$ cat config.mk
export PLATFORM = sky130hd
export DESIGN_NAME = pcm_dsd_auto_mode_detect
export DESIGN_NICKNAME = d
export VERILOG_FILES = /design/src/mode_detect_pkg.sv /design/src/pattern_if.sv /design/src/pattern_monitor.sv /design/src/pcm_dsd_auto_mode_detect.sv
export SDC_FILE = /design/constraint.sdc
export NUM_CORES = 1
export LEC_CHECK = 0
export BUFFER_PORTS_ARGS = -buffer_cell sky130_fd_sc_hd__buf_4
export CORE_MARGIN = 1
export CORE_UTILIZATION = 57
export CTS_BUF_LIST = sky130_fd_sc_hd__clkbuf_16
export CTS_CLUSTER_DIAMETER = 30
export DETAILED_ROUTE_END_ITERATION = 12
export HOLD_SLACK_MARGIN = 0.06
export PLACE_DENSITY = 0.89
export SLEW_MARGIN = 20
export SYNTH_ARGS = -nofsm -noshare
export SYNTH_HDL_FRONTEND = slang
export SYNTH_HIERARCHICAL = 1
export SYNTH_SLANG_ARGS = --single-unit
$ cat constraint.sdc
create_clock -name pclk -period 3.45 [get_ports pclk]
set_clock_uncertainty 0.2 [all_clocks]
set_input_delay 1.035 -clock pclk [delete_from_list [all_inputs] [get_ports pclk]]
set_output_delay 1.035 -clock pclk [all_outputs]
set_load 0.03 [all_outputs]
$ cat src/mode_detect_pkg.sv
// Constants, register layout and types shared by the PCM/DSD mode detector.
// Contract
// - Detection runs only with auto mode on, powerdown pin high, register control mode.
// - With auto mode on, the manual format select is ignored; detected mode rules.
// - Auto mode adds 18 sample periods of PCM group delay.
// - Full-scale mute adds 136 or 264 DSD clocks of delay, per detect time.
// - Detected flag reads 0 for PCM, 1 for DSD; always 0 with auto off.
// - Detection starts on zero wait, attenuation zero, full-scale, power off, reset.
// - Zero wait select gives 8192, 4096, 2048 or 1024 plus 18 samples.
// - Three 8-bit zero codes seen twice in a row select DSD mode.
// - Frame pin toggling at N*16 bit clocks or constant 32 selects PCM.
// - Detection runs without master clock; outputs off until it returns.
// - Detection needs the bit clock; if it stops the mode is kept.
// - Each mode change asserts internal reset for three to four sample periods.
// - Each detection monitors 34 bit clocks, flag updates on frame rising edge or, for constant level, at once.
// - Non-zero data stops detection; restart needs the full zero wait again.
// - Soft reset release still 0 at enable starts detection at once.
// - After power-up the mode is PCM until DSD patterns are seen.
// - Stopped DSD data keeps DSD mode; input is treated as full-scale.
package mode_detect_pkg;

  localparam int ADDR_W = 12;
  localparam logic [ADDR_W-1:0] CTRL_OFFSET = 12'h000;
  localparam logic [ADDR_W-1:0] STATUS_OFFSET = 12'h004;
  localparam logic [ADDR_W-1:0] DELAY_OFFSET = 12'h008;

  localparam int CTRL_W = 12;
  localparam int CTRL_AUTO_BIT = 0;
  localparam int CTRL_MANUAL_BIT = 1;
  localparam int CTRL_POWER_LSB = 2;
  localparam int CTRL_POWER_W = 4;
  localparam int CTRL_RESET_REL_BIT = 6;
  localparam int CTRL_FS_MUTE_BIT = 7;
  localparam int CTRL_FS_TIME_BIT = 8;
  localparam int CTRL_WAIT_LSB = 9;
  localparam int CTRL_EDGE_INV_BIT = 11;
  localparam logic [CTRL_W-1:0] CTRL_RESET = 12'h000;

  localparam int STAT_FLAG_BIT = 0;
  localparam int STAT_MODE_BIT = 1;
  localparam int STAT_BUSY_BIT = 2;
  localparam int STAT_IRST_BIT = 3;
  localparam int STAT_OUTEN_BIT = 4;
  localparam int DELAY_DSD_LSB = 16;

  localparam logic [7:0] ZERO_CODE_A = 8'h69;
  localparam logic [7:0] ZERO_CODE_B = 8'h55;
  localparam logic [7:0] ZERO_CODE_C = 8'h33;

  localparam int MONITOR_BICK = 34;
  localparam int TOGGLE_UNIT_BICK = 16;
  localparam int CONST_BICK = 32;
  localparam int SAMPLE_BICK = 64;
  localparam int WAIT_BASE_SAMPLES = 8192;
  localparam int WAIT_EXTRA_SAMPLES = 18;
  localparam int PCM_EXTRA_DELAY = 18;
  localparam int DSD_DELAY_SHORT = 136;
  localparam int DSD_DELAY_LONG = 264;
  localparam int RESET_SAMPLES = 4;
  localparam int FS_TIME_SHORT_BICK = 1024;
  localparam int FS_TIME_LONG_BICK = 2048;

  typedef enum logic [1:0] {
    ST_IDLE,
    ST_MONITOR,
    ST_ALIGN,
    ST_RESET
  } detect_state_type;

endpackage : mode_detect_pkg

$ cat src/pattern_if.sv
// Carrier between the mode controller and the frame pin pattern monitor.
interface pattern_if;
  logic bit_rise;
  logic frame_bit;
  logic clear;
  logic dsd_hit;
  logic toggle_hit;
  logic const_hit;

  modport ctrl (output bit_rise, output frame_bit, output clear,
                input dsd_hit, input toggle_hit, input const_hit);
  modport mon (input bit_rise, input frame_bit, input clear,
               output dsd_hit, output toggle_hit, output const_hit);
endinterface : pattern_if

$ cat src/pattern_monitor.sv
// Frame pin pattern monitor: DSD zero codes, PCM toggle period, constant level.
module pattern_monitor
  import mode_detect_pkg::*;
(
  input wire logic pclk, // System clock.
  input wire logic presetn, // Asynchronous reset, active low.
  pattern_if.mon pif // Sample strobe in, pattern results out.
);

  logic [15:0] shift_q;
  logic [9:0] interval_q;
  logic [5:0] level_cnt_q;
  logic last_level_q;
  logic seen_rise_q;
  logic dsd_hit_q;
  logic toggle_hit_q;
  logic const_hit_q;
  logic code_match;

  assign code_match = (shift_q == {ZERO_CODE_A, ZERO_CODE_A}) ||
                      (shift_q == {ZERO_CODE_B, ZERO_CODE_B}) ||
                      (shift_q == {ZERO_CODE_C, ZERO_CODE_C});

  always_ff @(posedge pclk or negedge presetn) begin
    if (!presetn) begin
      shift_q <= 16'h0000;
      dsd_hit_q <= 1'b0;
    end else if (pif.clear) begin
      shift_q <= 16'h0000;
      dsd_hit_q <= 1'b0;
    end else begin
      if (pif.bit_rise) begin
        shift_q <= {shift_q[14:0], pif.frame_bit};
      end
      if (code_match) begin
        dsd_hit_q <= 1'b1;
      end
    end
  end

  always_ff @(posedge pclk or negedge presetn) begin
    if (!presetn) begin
      interval_q <= 10'h000;
      level_cnt_q <= 6'h00;
      last_level_q <= 1'b0;
      seen_rise_q <= 1'b0;
      toggle_hit_q <= 1'b0;
      const_hit_q <= 1'b0;
    end else if (pif.clear) begin
      interval_q <= 10'h000;
      level_cnt_q <= 6'h00;
      last_level_q <= pif.frame_bit;
      seen_rise_q <= 1'b0;
      toggle_hit_q <= 1'b0;
      const_hit_q <= 1'b0;
    end else if (pif.bit_rise) begin
      last_level_q <= pif.frame_bit;
      if (pif.frame_bit != last_level_q) begin
        level_cnt_q <= 6'h00;
      end else if (level_cnt_q != 6'h3F) begin
        level_cnt_q <= level_cnt_q + 6'h01;
      end
      if (level_cnt_q >= 6'(CONST_BICK - 1) && pif.frame_bit == last_level_q) begin
        const_hit_q <= 1'b1;
      end
      if (pif.frame_bit && !last_level_q) begin
        if (seen_rise_q && interval_q != 10'h000 &&
            interval_q[3:0] == 4'(TOGGLE_UNIT_BICK % 16) &&
            interval_q != 10'h3FF) begin
          toggle_hit_q <= 1'b1;
        end
        interval_q <= 10'h001;
        seen_rise_q <= 1'b1;
      end else if (interval_q != 10'h3FF) begin
        interval_q <= interval_q + 10'h001;
      end
    end
  end

  assign pif.dsd_hit = dsd_hit_q;
  assign pif.toggle_hit = toggle_hit_q;
  assign pif.const_hit = const_hit_q;

endmodule : pattern_monitor

$ cat src/pcm_dsd_auto_mode_detect.sv
// Automatic PCM/DSD format detector with its APB control and status registers.
module pcm_dsd_auto_mode_detect
  import mode_detect_pkg::*;
#(
  parameter int WAIT_BASE = mode_detect_pkg::WAIT_BASE_SAMPLES, // Zero wait at code 00.
  parameter int FS_SHORT = mode_detect_pkg::FS_TIME_SHORT_BICK, // Full-scale time, bit 0.
  parameter int FS_LONG = mode_detect_pkg::FS_TIME_LONG_BICK // Full-scale time, bit 1.
) (
  input wire logic pclk, // System clock, 250 MHz.
  input wire logic presetn, // Asynchronous reset, active low.
  input wire logic psel, // APB select.
  input wire logic penable, // APB enable.
  input wire logic pwrite, // APB direction, high for write.
  input wire logic [mode_detect_pkg::ADDR_W-1:0] paddr, // APB byte address.
  input wire logic [31:0] pwdata, // APB write data.
  output logic [31:0] prdata, // APB read data.
  output logic pready, // APB ready.
  output logic pslverr, // APB error.
  input wire logic powerdown_pin, // Power-down pin, low powers down.
  input wire logic register_mode_pin, // High when in register control mode.
  input wire logic master_clock_present_pin, // High while the master clock runs.
  input wire logic bit_clock_pin, // Bit clock or DSD clock.
  input wire logic frame_or_dsd_data_pin, // Frame clock or DSD data.
  input wire logic serial_data_in_pin, // Serial audio data.
  input wire logic attenuation_zero, // All outputs zero through attenuation.
  output logic dsd_mode, // Format in use, high for DSD.
  output logic internal_reset_n, // Internal reset of the data path, active low.
  output logic output_enable, // Analog output driven; low means high impedance.
  output logic [7:0] pcm_extra_delay, // Added PCM group delay in samples.
  output logic [8:0] dsd_extra_delay // Added DSD delay in DSD clocks.
);

  localparam int NPIN = 6;
  localparam int P_BICK = 0;
  localparam int P_FRAME = 1;
  localparam int P_SERIAL_DATA_IN_PIN = 2;
  localparam int P_PDN = 3;
  localparam int P_REGM = 4;
  localparam int P_MCLK = 5;

  pattern_if pif ();

  logic [NPIN-1:0] pin_raw;
  logic [NPIN-1:0] pin_meta_q;
  logic [NPIN-1:0] pin_sync_q;
  logic bick_prev_q;
  logic frame_prev_q;
  logic bit_rise;
  logic frame_rise;
  logic [5:0] sample_cnt_q;
  logic sample_tick;
  logic [CTRL_W-1:0] ctrl_q;
  logic [31:0] prdata_q;
  logic pready_q;
  logic pslverr_q;
  logic setup;
  logic access;
  logic auto_en;
  logic run;
  logic [13:0] zero_cnt_q;
  logic [13:0] wait_target;
  logic zero_met;
  logic [11:0] fs_cnt_q;
  logic [11:0] fs_target;
  logic fs_met;
  logic power_off;
  logic reset_held;
  logic start_cond;
  detect_state_type state_q;
  logic [5:0] mon_cnt_q;
  logic [2:0] rst_cnt_q;
  logic mode_q;
  logic result_q;
  logic fs_start_q;
  logic armed_q;
  logic clear_q;
  logic dsd_mode_q;
  logic irst_n_q;
  logic outen_q;
  logic [7:0] pcm_delay_q;
  logic [8:0] dsd_delay_q;
  logic [31:0] status_word;
  logic [31:0] delay_word;

  assign pin_raw = {master_clock_present_pin, register_mode_pin, powerdown_pin,
                    serial_data_in_pin, frame_or_dsd_data_pin, bit_clock_pin};

  // Every pin crosses into pclk through two flops.
  genvar gi;
  generate
    for (gi = 0; gi < NPIN; gi++) begin : g_sync
      always_ff @(posedge pclk or negedge presetn) begin
        if (!presetn) begin
          pin_meta_q[gi] <= 1'b0;
          pin_sync_q[gi] <= 1'b0;
        end else begin
          pin_meta_q[gi] <= pin_raw[gi];
          pin_sync_q[gi] <= pin_meta_q[gi];
        end
      end
    end
  endgenerate

  // Edges of the bit clock and the frame pin, found by pclk sampling.
  always_ff @(posedge pclk or negedge presetn) begin
    if (!presetn) begin
      bick_prev_q <= 1'b0;
      frame_prev_q <= 1'b0;
    end else begin
      bick_prev_q <= pin_sync_q[P_BICK];
      frame_prev_q <= pin_sync_q[P_FRAME];
    end
  end

  assign bit_rise = pin_sync_q[P_BICK] && !bick_prev_q;
  assign frame_rise = pin_sync_q[P_FRAME] && !frame_prev_q;

  // Sample period enable divided down from the bit clock.
  always_ff @(posedge pclk or negedge presetn) begin
    if (!presetn) begin
      sample_cnt_q <= 6'h00;
    end else if (bit_rise) begin
      sample_cnt_q <= (sample_cnt_q == 6'(SAMPLE_BICK - 1)) ? 6'h00 : sample_cnt_q + 6'h01;
    end
  end

  assign sample_tick = bit_rise && (sample_cnt_q == 6'(SAMPLE_BICK - 1));

  // APB slave with zero wait states; read data is captured in the setup cycle.
  assign setup = psel && !penable;
  assign access = psel && penable;

  always_ff @(posedge pclk or negedge presetn) begin
    if (!presetn) begin
      ctrl_q <= CTRL_RESET;
    end else if (access && pwrite && paddr == CTRL_OFFSET) begin
      ctrl_q <= pwdata[CTRL_W-1:0];
    end
  end

  always_ff @(posedge pclk or negedge presetn) begin
    if (!presetn) begin
      prdata_q <= 32'h0000_0000;
      pslverr_q <= 1'b0;
      pready_q <= 1'b0;
    end else begin
      pready_q <= 1'b1;
      if (setup) begin
        if (paddr == CTRL_OFFSET) begin
          prdata_q <= {{(32 - CTRL_W){1'b0}}, ctrl_q};
          pslverr_q <= 1'b0;
        end else if (paddr == STATUS_OFFSET) begin
          prdata_q <= status_word;
          pslverr_q <= pwrite;
        end else if (paddr == DELAY_OFFSET) begin
          prdata_q <= delay_word;
          pslverr_q <= pwrite;
        end else begin
          prdata_q <= 32'h0000_0000;
          pslverr_q <= 1'b1;
        end
      end
    end
  end

  assign auto_en = ctrl_q[CTRL_AUTO_BIT];
  assign run = auto_en && pin_sync_q[P_PDN] && pin_sync_q[P_REGM];

  assign wait_target = 14'(WAIT_BASE >> ctrl_q[CTRL_WAIT_LSB +: 2]) + 14'(WAIT_EXTRA_SAMPLES);

  always_ff @(posedge pclk or negedge presetn) begin
    if (!presetn) begin
      zero_cnt_q <= 14'h0000;
    end else if (!run || pin_sync_q[P_SERIAL_DATA_IN_PIN]) begin
      zero_cnt_q <= 14'h0000;
    end else if (sample_tick && zero_cnt_q < wait_target) begin
      zero_cnt_q <= zero_cnt_q + 14'h0001;
    end
  end

  assign zero_met = zero_cnt_q >= wait_target;

  assign fs_target = ctrl_q[CTRL_FS_TIME_BIT] ? 12'(FS_LONG) : 12'(FS_SHORT);

  always_ff @(posedge pclk or negedge presetn) begin
    if (!presetn) begin
      fs_cnt_q <= 12'h000;
    end else if (!run || !mode_q || !pin_sync_q[P_SERIAL_DATA_IN_PIN]) begin
      fs_cnt_q <= 12'h000;
    end else if (bit_rise && fs_cnt_q < fs_target) begin
      fs_cnt_q <= fs_cnt_q + 12'h001;
    end
  end

  assign fs_met = fs_cnt_q >= fs_target;
  assign power_off = ctrl_q[CTRL_POWER_LSB +: CTRL_POWER_W] == 4'h0;
  assign reset_held = !ctrl_q[CTRL_RESET_REL_BIT];
  assign start_cond = zero_met || attenuation_zero || fs_met || power_off || reset_held;

  // Detection sequencer; the mode itself lives here as well.
  always_ff @(posedge pclk or negedge presetn) begin
    if (!presetn) begin
      state_q <= ST_IDLE;
      mon_cnt_q <= 6'h00;
      rst_cnt_q <= 3'h0;
      mode_q <= 1'b0;
      result_q <= 1'b0;
      fs_start_q <= 1'b0;
      armed_q <= 1'b1;
      clear_q <= 1'b0;
    end else if (!pin_sync_q[P_PDN]) begin
      state_q <= ST_IDLE;
      mon_cnt_q <= 6'h00;
      rst_cnt_q <= 3'h0;
      mode_q <= 1'b0;
      result_q <= 1'b0;
      fs_start_q <= 1'b0;
      armed_q <= 1'b1;
      clear_q <= 1'b0;
    end else begin
      clear_q <= 1'b0;
      if (!start_cond) begin
        armed_q <= 1'b1;
      end
      case (state_q)
        ST_IDLE: begin
          if (run && armed_q && start_cond) begin
            state_q <= ST_MONITOR;
            mon_cnt_q <= 6'h00;
            clear_q <= 1'b1;
            fs_start_q <= fs_met && !zero_met && !attenuation_zero &&
                          !power_off && !reset_held;
          end
        end
        ST_MONITOR: begin
          if (!run || !start_cond) begin
            state_q <= ST_IDLE;
          end else if (bit_rise && !clear_q) begin
            if (mon_cnt_q == 6'(MONITOR_BICK - 1)) begin
              armed_q <= 1'b0;
              if (pif.dsd_hit) begin
                result_q <= 1'b1;
                state_q <= ST_ALIGN;
              end else if (pif.toggle_hit) begin
                result_q <= 1'b0;
                state_q <= ST_ALIGN;
              end else if (pif.const_hit && !fs_start_q) begin
                // No frame edge will come, so the result applies at once.
                mode_q <= 1'b0;
                if (mode_q) begin
                  state_q <= ST_RESET;
                  rst_cnt_q <= 3'h0;
                end else begin
                  state_q <= ST_IDLE;
                end
              end else begin
                state_q <= ST_IDLE;
              end
            end else begin
              mon_cnt_q <= mon_cnt_q + 6'h01;
            end
          end
        end
        ST_ALIGN: begin
          if (!run) begin
            state_q <= ST_IDLE;
          end else if (frame_rise) begin
            mode_q <= result_q;
            if (result_q != mode_q) begin
              state_q <= ST_RESET;
              rst_cnt_q <= 3'h0;
            end else begin
              state_q <= ST_IDLE;
            end
          end
        end
        ST_RESET: begin
          if (sample_tick) begin
            if (rst_cnt_q == 3'(RESET_SAMPLES - 1)) begin
              state_q <= ST_IDLE;
            end else begin
              rst_cnt_q <= rst_cnt_q + 3'h1;
            end
          end
        end
        default: begin
          state_q <= ST_IDLE;
        end
      endcase
    end
  end

  assign pif.bit_rise = bit_rise;
  assign pif.frame_bit = pin_sync_q[P_FRAME];
  assign pif.clear = clear_q;

  pattern_monitor u_monitor (
    .pclk(pclk),
    .presetn(presetn),
    .pif(pif)
  );

  // Registered data path controls.
  always_ff @(posedge pclk or negedge presetn) begin
    if (!presetn) begin
      dsd_mode_q <= 1'b0;
      irst_n_q <= 1'b0;
      outen_q <= 1'b0;
      pcm_delay_q <= 8'h00;
      dsd_delay_q <= 9'h000;
    end else begin
      dsd_mode_q <= auto_en ? mode_q : ctrl_q[CTRL_MANUAL_BIT];
      irst_n_q <= pin_sync_q[P_PDN] && (state_q != ST_RESET);
      outen_q <= pin_sync_q[P_PDN] && pin_sync_q[P_MCLK] && (state_q != ST_RESET);
      pcm_delay_q <= auto_en ? 8'(PCM_EXTRA_DELAY) : 8'h00;
      if (!ctrl_q[CTRL_FS_MUTE_BIT]) begin
        dsd_delay_q <= 9'h000;
      end else if (ctrl_q[CTRL_FS_TIME_BIT]) begin
        dsd_delay_q <= 9'(DSD_DELAY_LONG);
      end else begin
        dsd_delay_q <= 9'(DSD_DELAY_SHORT);
      end
    end
  end

  always_comb begin
    status_word = 32'h0000_0000;
    status_word[STAT_FLAG_BIT] = auto_en && mode_q;
    status_word[STAT_MODE_BIT] = dsd_mode_q;
    status_word[STAT_BUSY_BIT] = (state_q == ST_MONITOR) || (state_q == ST_ALIGN);
    status_word[STAT_IRST_BIT] = !irst_n_q;
    status_word[STAT_OUTEN_BIT] = outen_q;
  end

  assign delay_word = {7'h00, dsd_delay_q, 8'h00, pcm_delay_q};

  assign prdata = prdata_q;
  assign pready = pready_q;
  assign pslverr = pslverr_q;
  assign dsd_mode = dsd_mode_q;
  assign internal_reset_n = irst_n_q;
  assign output_enable = outen_q;
  assign pcm_extra_delay = pcm_delay_q;
  assign dsd_extra_delay = dsd_delay_q;

endmodule : pcm_dsd_auto_mode_detect

==> results of run 1 <==
worst min-delay path by stage:
| stage | end | slack [ns] |
|---|---|---|
| 2_1_floorplan | pif.frame_bit | 0.13 |
| 6_report | pin_sync_q[0] | 0.14 |
| 4_1_cts | pin_sync_q[3] | 0.15 |
| 5_1_grt | pin_sync_q[5] | 0.16 |
| 3_3_place_gp | pin_sync_q[0] | 0.13 |
| 3_5_place_dp | pin_sync_q[3] | 0.14 |
state kept, by name (all words and copies together) (netlist names), 6 cells and up:
signal / cells
ctrl_q: 12
fs_cnt_q: 12
mon_cnt_q: 6
pin_meta_q: 6
prdata: 15
sample_cnt_q: 6
u_monitor/interval_q: 10
u_monitor/level_cnt_q: 6
u_monitor/shift_q: 16
zero_cnt_q: 14
area by class of cell:
cell class / count / area share (%)
clock buffer: 17 / 5.35
clock inverter: 11 / 0.614
inverter: 24 / 1.13
multi-input combinational: 498 / 41.1
sequential: 135 / 42.5
tap: 147 / 2.31
timing repair buffer: 72 / 7.00
cell usage in the layout, fill, tap and decap left out, types with 7 or more instances in the layout:
master	Yosys	final
a22o_1	7	7
buf_4	33	70
nor2b_1	8	8
nor3_1	11	11
clkbuf_16	0	17
inv_1	23	26
nor4_1	11	11
ha_1	23	23
xor2_1	14	14
nand3_1	24	24
mux2_2	14	14
a21oi_1	27	27
a31oi_1	9	9
nand2b_1	10	10
xnor2_1	11	11
and3_1	12	12
nand4_1	7	7
conb_1	2	30
mux2i_1	17	17
nor2_1	71	71
nand2_1	60	60
a211oi_1	7	7
o21ai_0	25	25
dfrtp_1	134	134
synthesized netlist by cell type, types with 12 or more instances:
| master | instances |
|---|---|
| ha_1 | 23 |
| and3_1 | 12 |
| dfrtp_1 | 134 |
| a21oi_1 | 27 |
| mux2i_1 | 17 |
| o21ai_0 | 25 |
| buf_4 | 33 |
| clkbuf_1 | 17 |
| mux2_2 | 14 |
| inv_1 | 23 |
| nor2_1 | 71 |
| xor2_1 | 14 |
| nand3_1 | 24 |
| nand2_1 | 60 |
power groups by stage:
stage | logic (mW) | registers (mW) | clock network [mW]
after floorplan | 0.408 | 1.87 | 0
after global placement | 0.495 | 1.89 | 0
after detailed placement | 0.528 | 1.90 | 0
after CTS | 0.532 | 1.88 | 1.50
after global routing | 0.594 | 1.90 | 1.58
final | 0.533 | 1.88 | 1.48
metrics by stage:
step           hold slack [ns]  power, mW  cells  setup slack [ns]  utilization, %
2_1_floorplan            0.131       2.28    714             0.451               -
3_3_place_gp             0.134       2.38    876             0.294            62.2
3_5_place_dp             0.136       2.43    876             0.225            62.2
4_1_cts                  0.149       3.91    904             0.182            66.2
5_1_grt                  0.157       4.08    904            0.0153            66.2
6_report                 0.144       3.89    904             0.166            66.2
routing by layer:
metal,global-route usage [%],wire [um]
met2,43.2,7450
met4,12.0,370
met5,0,0
met1,30.1,6130
met3,5.62,904
kinds of logic (layout without fill, tap and decap cells):
group / count (synthesis) / in the layout
other: 2 / 30
adder cells (fa/ha/maj): 23 / 23
flip-flops: 135 / 135
XOR/XNOR: 25 / 25
buffers and inverters: 81 / 124
AND/OR/NAND/NOR: 264 / 264
AO/OA/AOI/OAI: 122 / 122
multiplexers: 34 / 34
==> flow_summary.json, run 1 <==
{
  "status": "finished clean",
  "pin_count": 110,
  "gr-total-overflow": 0,
  "r2r_start": "ctrl_q[9]",
  "drv_cap": 0,
  "cts_buffer_depth": 2,
  "avgSynthCellArea_um2": 10.2,
  "tns_ns": 0,
  "postCtsHoldBufs": 0,
  "grt_max_degree": 62,
  "synth_xor_area_share_pct": 3.13,
  "gp_congestion": 0.878,
  "r2r-end": "mon_cnt_q[1]",
  "synthSimpleGateAreaFrac_pct": 20.4,
  "syn_to_final_growth_pct": 13.6,
  "post_cts_buffers": 0,
  "peakVddDrop_v": 0.000292,
  "core_um2": 12000,
  "whs_path_depth": 0,
  "hold_viol_final": 0,
  "grt_pass1_wl_um": 25400,
  "leakage_nw": 3.62,
  "worst_pin_slew_ns": 0.933,
  "dr.pass1.iters": 6,
  "dpl.hpwl_um": 10300,
  "critPathMaxStageDelay_ns": 0.50,
  "internal_power_mw": 2.82,
  "timing.slew.headroom_pct": 37.2,
  "maxSlewViolCount": 0,
  "multi_input_area_um2": 3260,
  "cts_buffers": 17,
  "io_buffers": 60,
  "synth_flop_cell": "dfrtp_1",
  "critPathSlowestCell": "nor4_4",
  "cp_num_buf_inv": 0,
  "synth_top_area_cell": "dfrtp_1",
  "dpl_cell_area_um2": 7470,
  "synth_edf_count": 0,
  "r2r_slack_ns": 0.17,
  "ys_seq_area_share_pct": 48.3,
  "layout.area.seq_um2": 3380,
  "crit_required_ns": 3.55,
  "finalCritPeriodShare_pct": 95.2,
  "die_area_um2": 12700,
  "yosysWarnings": 6,
  "endpoint": "mon_cnt_q[1]",
  "drtIter0Drc": 458,
  "drc": 0,
  "reg2regPathDepth": 9,
  "synth_top_area_share_pct": 47.9,
  "grt_use_total_pct": 25.2,
  "synth-seq-cells": 135,
  "cts_sinks": 135,
  "wirelength_um": 14900,
  "clock_latency_ns": 0.42,
  "wl_per_cell_um": 16.4,
  "grt_antenna_before_repair": 0,
  "ys_async_sr_fraction_pct": 100,
  "p_per_area_nw_per_um2": 490,
  "synth_compound_area_share_pct": 12.2,
  "path_clk_slew_ns": 0.05,
  "cts-resized-gates": 0,
  "netlist_instances": 686,
  "drive_above_1_share_pct": 17.7,
  "root_buffer": "clkbuf_16",
  "h-tree-depth": 4,
  "power_frac_comb_pct": 13.7,
  "synth_top_family_by_area": "simple AND/OR/NAND/NOR gates",
  "rsz0062_at_grt": "no",
  "cp-start-kind": "flip-flop",
  "cp_cell_sequence": "or2_2 -> ha_1 -> a21oi_1 -> o21ai_0 -> nor4_4 -> and2_1 -> o32ai_2 -> and4b_1 -> a31o_1",
  "p_seq_share_pct": 48.4,
  "via_count": 5424,
  "netlist_top_cells_area": "dfrtp_1 48%, ha_1 4.1%, nor2_1 3.8%, buf_4 3.5%, nand2_1 3.2%",
  "n_fill_cell": 874,
  "end_kind": "flip-flop",
  "cp_top_family": "simple AND/OR/NAND/NOR gates",
  "core.rowCount": 40,
  "p_switching_mw": 1.07,
  "crit_start": "ctrl_q[9]",
  "hold_path_class": "reg -> reg",
  "die_y_um": 113,
  "ant_nets": 0,
  "finalCriticalPeriod_ns": 3.28,
  "clkPwrFrac_pct": 37.9,
  "start_util_pct": 58.2,
  "num_antenna_cells": 0,
  "setup_viol": 0,
  "syn-cell-area_um2": 7000,
  "crit_type": "reg -> reg",
  "cp.depth": 9,
  "min_from": "pin_meta_q[0]",
  "grt_pass1_vias": 5444,
  "synthMuxAreaShare_pct": 5.17,
  "critPathMaxFanout": 11,
  "arrival_ns": 3.39,
  "cts_tree": "built",
  "die_w_um": 113,
  "final_area_um2": 7950,
  "fin_nets": 827,
  "switching_share_pct": 27.4,
  "synth_cell_types": 82,
  "via_per_inst": 6.00,
  "synth_fa_ha_area_share_pct": 4.11,
  "max_freq_mhz": 305
}
(Power assumes the default switching activity.)
==> run 2, diff against run 1 <==
--- a/config.mk
+++ b/config.mk
@@ -7,12 +7,12 @@
 export LEC_CHECK = 0
 export BUFFER_PORTS_ARGS = -buffer_cell sky130_fd_sc_hd__buf_4
 export CORE_MARGIN = 1
-export CORE_UTILIZATION = 57
+export CORE_UTILIZATION = 37
 export CTS_BUF_LIST = sky130_fd_sc_hd__clkbuf_16
 export CTS_CLUSTER_DIAMETER = 30
 export DETAILED_ROUTE_END_ITERATION = 12
 export HOLD_SLACK_MARGIN = 0.06
-export PLACE_DENSITY = 0.89
+export PLACE_DENSITY = 0.65
 export SLEW_MARGIN = 20
 export SYNTH_ARGS = -nofsm -noshare
 export SYNTH_HDL_FRONTEND = slang
==> run 2 against run 1 <==
Flip-flop and latch count did not move. Clock power rose by 7%. Power is 2.5% higher. Combinational power down 3%. Sequential power hardly changed. Register-to-register slack hardly changed. First-iteration DRC count shrank 35%. Largest cell class unchanged.
==> flow_summary.json, run 2 (synthesized netlist as in run 1, its figures left out) <==
{
  "status": "finished clean",
  "num_antenna_cells": 0,
  "pin_count": 110,
  "grt_max_degree": 60,
  "wl_met2_um": 6180,
  "wirelength_met1_um": 6930,
  "timing.slew.headroom_pct": 51.5,
  "drive_above_1_share_pct": 18.2,
  "crit_type": "reg -> reg",
  "setup_viol": 0,
  "drc": 0,
  "grt_use_total_pct": 15.1,
  "h-tree-depth": 4,
  "tns_ns": 0,
  "critPathSlowestCell": "nor4_4",
  "cp-start-kind": "flip-flop",
  "max_freq_mhz": 305,
  "dr.pass1.iters": 5,
  "wl_per_cell_um": 13.9,
  "final_cell_mix": "134 x dfrtp_1, 71 x nor2_1, 71 x buf_4",
  "power_frac_comb_pct": 13.0,
  "p_switching_mw": 1.08,
  "dpl.hpwl_um": 9470,
  "gr-total-overflow": 0,
  "fin_util_pct": 44.4,
  "die_area_um2": 19500,
  "worst_pin_slew_ns": 0.727,
  "post_cts_buffers": 0,
  "path_clk_slew_ns": 0.06,
  "postCtsHoldBufs": 0,
  "clock_latency_ns": 0.41,
  "arrival_ns": 3.37,
  "grt_pass1_vias": 4877,
  "cp_num_buf_inv": 0,
  "core_um2": 18300,
  "hold_viol_final": 0,
  "internal_power_mw": 2.91,
  "largest_register_ff_count": 16,
  "p_seq_share_pct": 47.0,
  "final_area_um2": 8100,
  "wirelength_um": 13700,
  "end_kind": "flip-flop",
  "cts_sinks": 135,
  "die_w_um": 140,
  "io_buffers": 60,
  "cts_buffers": 17,
  "start_util_pct": 38.3,
  "cts_tree": "built",
  "cts-resized-gates": 0,
  "peakVddDrop_v": 0.000372,
  "die_y_um": 140,
  "ant_nets": 0,
  "final_common_cell": "dfrtp_1",
  "cp_top_family": "simple AND/OR/NAND/NOR gates",
  "cts_buffer_depth": 2,
  "drv_cap": 0,
  "hold_path_class": "reg -> reg",
  "cp_cell_sequence": "or2_2 -> ha_1 -> a21oi_1 -> o21ai_0 -> nor4_4 -> and2_1 -> o32ai_2 -> and4b_1 -> a31o_1",
  "crit_required_ns": 3.55,
  "p_per_area_nw_per_um2": 492,
  "grt_antenna_before_repair": 0,
  "gp_congestion": 0.781,
  "drtIter0Drc": 299,
  "r2r_slack_ns": 0.17,
  "hold_ws_ns": 0.146,
  "critPathMaxFanout": 11,
  "grt_pass1_wl_um": 23600,
  "critPathMaxStageDelay_ns": 0.53,
  "finalCriticalPeriod_ns": 3.28,
  "syn_to_final_growth_pct": 15.8,
  "clkPwrFrac_pct": 40.0,
  "dpl_cell_area_um2": 7580,
  "core.rowCount": 49,
  "wl_met3_um": 582,
  "switching_share_pct": 27.0,
  "root_buffer": "clkbuf_16",
  "maxSlewViolCount": 0,
  "via_count": 5087,
  "finalCritPeriodShare_pct": 94.9,
  "fin_nets": 828,
  "via_per_inst": 5.14,
  "leakage_nw": 3.64,
  "highest_layer": "met4",
  "largest_register": "u_monitor/shift_q",
  "rsz0062_at_grt": "no"
}
[run 2: changes by cell type in the layout (fill, tap and decap cells not counted), sizes merged]
cell | previous run | this run
bufinv | 0 | 1
clkinvlp | 0 | 2
buf | 72 | 73
inv | 26 | 25
[run 2: per-layer routing]
metal / up-vias / track usage [%]
met4: 0 / 4.39
met3: 4 / 4.09
met5: - / 0
li1: 2512 / -
met1: 2468 / 21.2
met2: 103 / 22.8
[run 2: final timing paths]
path                                     from            end  cells past startpoint
worst max-delay path                ctrl_q[9]   mon_cnt_q[1]                      9
worst min-delay path            pin_meta_q[2]  pin_sync_q[2]                      0
worst max register to register      ctrl_q[9]   mon_cnt_q[1]                      9
worst min register to register  pin_meta_q[2]  pin_sync_q[2]                      0
max in group asynchronous             presetn        armed_q                      2
min in group asynchronous             presetn      prdata[6]                      1
[run 2: area by class of cell]
cell class	instances	area, um^2
Multi-Input combinational cell	498	3260
Fill cell	1723	10200
Clock buffer	17	425
Timing Repair Buffer	73	564
Sequential cell	135	3380
Tap cell	229	287
Clock inverter	13	93.8
Inverter	24	90.1
[run 2: per-stage QoR]
| step | power (mW) | std cells | worst slack (ns) |
|---|---|---|---|
| floorplan | 2.28 | 714 | 0.451 |
| global placement | 2.41 | 959 | 0.224 |
| detailed placement | 2.42 | 959 | 0.185 |
| CTS | 4.04 | 989 | 0.179 |
| global route | 4.22 | 989 | 0.000622 |
| finish | 3.99 | 989 | 0.175 |
[run 2: power groups by stage]
stage	logic [mW]	registers, mW	clock network, mW
after detailed placement	0.519	1.90	0
final	0.518	1.88	1.59
after global placement	0.513	1.90	0
after CTS	0.522	1.87	1.65
after global routing	0.592	1.90	1.73
after floorplan	0.408	1.87	0
==> run 3, diff against run 2 <==
--- a/config.mk
+++ b/config.mk
@@ -13,6 +13,7 @@
 export DETAILED_ROUTE_END_ITERATION = 12
 export HOLD_SLACK_MARGIN = 0.06
 export PLACE_DENSITY = 0.65
+export RECOVER_POWER = 25
 export SLEW_MARGIN = 20
 export SYNTH_ARGS = -nofsm -noshare
 export SYNTH_HDL_FRONTEND = slang
==> run 3 against run 2 <==
The flow now finishes with violations (max-capacitance violations, max-slew violations). Global-route usage unchanged. Count of clock-buffer cells in the layout unchanged. Clock power about the same.
==> flow_summary.json, run 3 (synthesized netlist as in run 1, its figures left out) <==
{
  "cts_buffers": 17,
  "multi_input_area_um2": 3260,
  "violations": "max-capacitance violations, max-slew violations",
  "timing.slew.headroom_pct": -2.35,
  "h-tree-depth": 4,
  "drtIter0Drc": 305,
  "wirelength_um": 13700,
  "setup_viol": 0,
  "crit_start": "ctrl_q[9]",
  "grt_antenna_before_repair": 0,
  "hold_path_class": "reg -> reg",
  "wl_per_cell_um": 13.9,
  "clock_latency_ns": 0.41,
  "max_freq_mhz": 306,
  "start_util_pct": 38.3,
  "maxSlewViolCount": 59,
  "io_buffers": 60,
  "largest_register_ff_count": 16,
  "fin_nets": 828,
  "post_cts_buffers": 0,
  "peakVddDrop_v": 0.000369,
  "gp_congestion": 0.781,
  "reg2regPathDepth": 9,
  "cts_buffer_depth": 2,
  "pin_count": 110,
  "path_clk_slew_ns": 0.06,
  "end_kind": "flip-flop",
  "tns_ns": 0,
  "arrival_ns": 3.37,
  "postCtsHoldBufs": 0,
  "crit_required_ns": 3.55,
  "final_cell_mix": "134 x dfrtp_1, 71 x nor2_1, 65 x buf_4",
  "grt_max_degree": 60,
  "die_w_um": 140,
  "finalCritPeriodShare_pct": 94.8,
  "cts_tree": "built",
  "fin_util_pct": 44.3,
  "p_per_area_nw_per_um2": 492,
  "r2r_start": "ctrl_q[9]",
  "grt_pass1_vias": 4877,
  "cp-start-kind": "flip-flop",
  "critPathMaxFanout": 11,
  "hold_viol_final": 0,
  "drv_cap": 1,
  "finalCriticalPeriod_ns": 3.27,
  "num_antenna_cells": 0,
  "dpl.hpwl_um": 9470,
  "leakage_nw": 3.63,
  "power_mw": 3.98,
  "min_to": "pin_sync_q[2]",
  "grt_use_total_pct": 15.1,
  "drc": 0,
  "worst_pin_slew_ns": 1.54,
  "drive_above_1_share_pct": 18.2,
  "die_y_um": 140,
  "ant_nets": 0,
  "hold_ws_ns": 0.143,
  "final_common_cell": "dfrtp_1",
  "dr.pass1.iters": 4,
  "die_area_um2": 19500,
  "root_buffer": "clkbuf_16",
  "cts-resized-gates": 0,
  "core_um2": 18300,
  "via_per_inst": 5.16,
  "gr-total-overflow": 0,
  "min_from": "pin_meta_q[2]",
  "r2r-end": "mon_cnt_q[1]",
  "layout.area.seq_um2": 3380,
  "syn_to_final_growth_pct": 15.7,
  "whs_path_depth": 0,
  "cts_sinks": 135,
  "n_fill_cell": 1722,
  "r2r_slack_ns": 0.18,
  "status": "finished with violations",
  "largest_register": "u_monitor/shift_q",
  "core.rowCount": 49,
  "rsz0062_at_grt": "no",
  "grt_pass1_wl_um": 23600,
  "crit_type": "reg -> reg",
  "via_count": 5101
}
## run 3: worst max-delay path by stage
stage	endpoint	slack, ns	cells past startpoint
finish	mon_cnt_q[1]	0.18	9
global route	mon_cnt_q[1]	0.0006	9
CTS	mon_cnt_q[1]	0.18	9
detailed placement	mon_cnt_q[1]	0.19	9
global placement	mon_cnt_q[1]	0.22	9
floorplan	ctrl_q[10]	0.45	7
## run 3: power breakdown
group / total, mW / leakage (nW) / internal [mW] / switching (mW)
registers: 1.88 / 1.78 / 1.73 / 0.143
clock network: 1.59 / 0.261 / 0.963 / 0.630
logic: 0.516 / 1.59 / 0.215 / 0.301
## run 3: metal layers
layer / global-route usage, % / part of all wire, % / vias up
met5: 0 / 0 / -
met4: 4.39 / 0.42 / 0
met3: 4.09 / 4.5 / 4
met2: 22.8 / 45 / 107
met1: 21.2 / 50 / 2476
li1: - / - / 2514
## run 3: worst max-delay path, cell delays in order, from the launching register on
cell	delay [ns]
dfrtp_1	0.41
or2_2	0.31
ha_1	0.31
a21oi_1	0.13
o21ai_0	0.22
nor4_4	0.53
and2_1	0.35
o32ai_2	0.24
and4b_1	0.26
a31o_1	0.18
## run 3: layout make-up
type | instances | area share (%)
clock buffers | 17 | 5.25
clock inverters | 13 | 1.16
inverters | 24 | 1.11
multi-input cells | 498 | 40.3
flip-flops and latches | 135 | 41.7
well taps | 229 | 3.54
repair buffers | 73 | 6.89
## run 3: stage by stage
step / cells / cell area, um^2 / setup WS, ns
after detailed placement: 959 / 7580 / 0.185
final: 989 / 8100 / 0.181
after CTS: 989 / 8100 / 0.179
after global routing: 989 / 8100 / 0.000622
after global placement: 959 / 7580 / 0.224
after floorplan: 714 / 7100 / 0.451
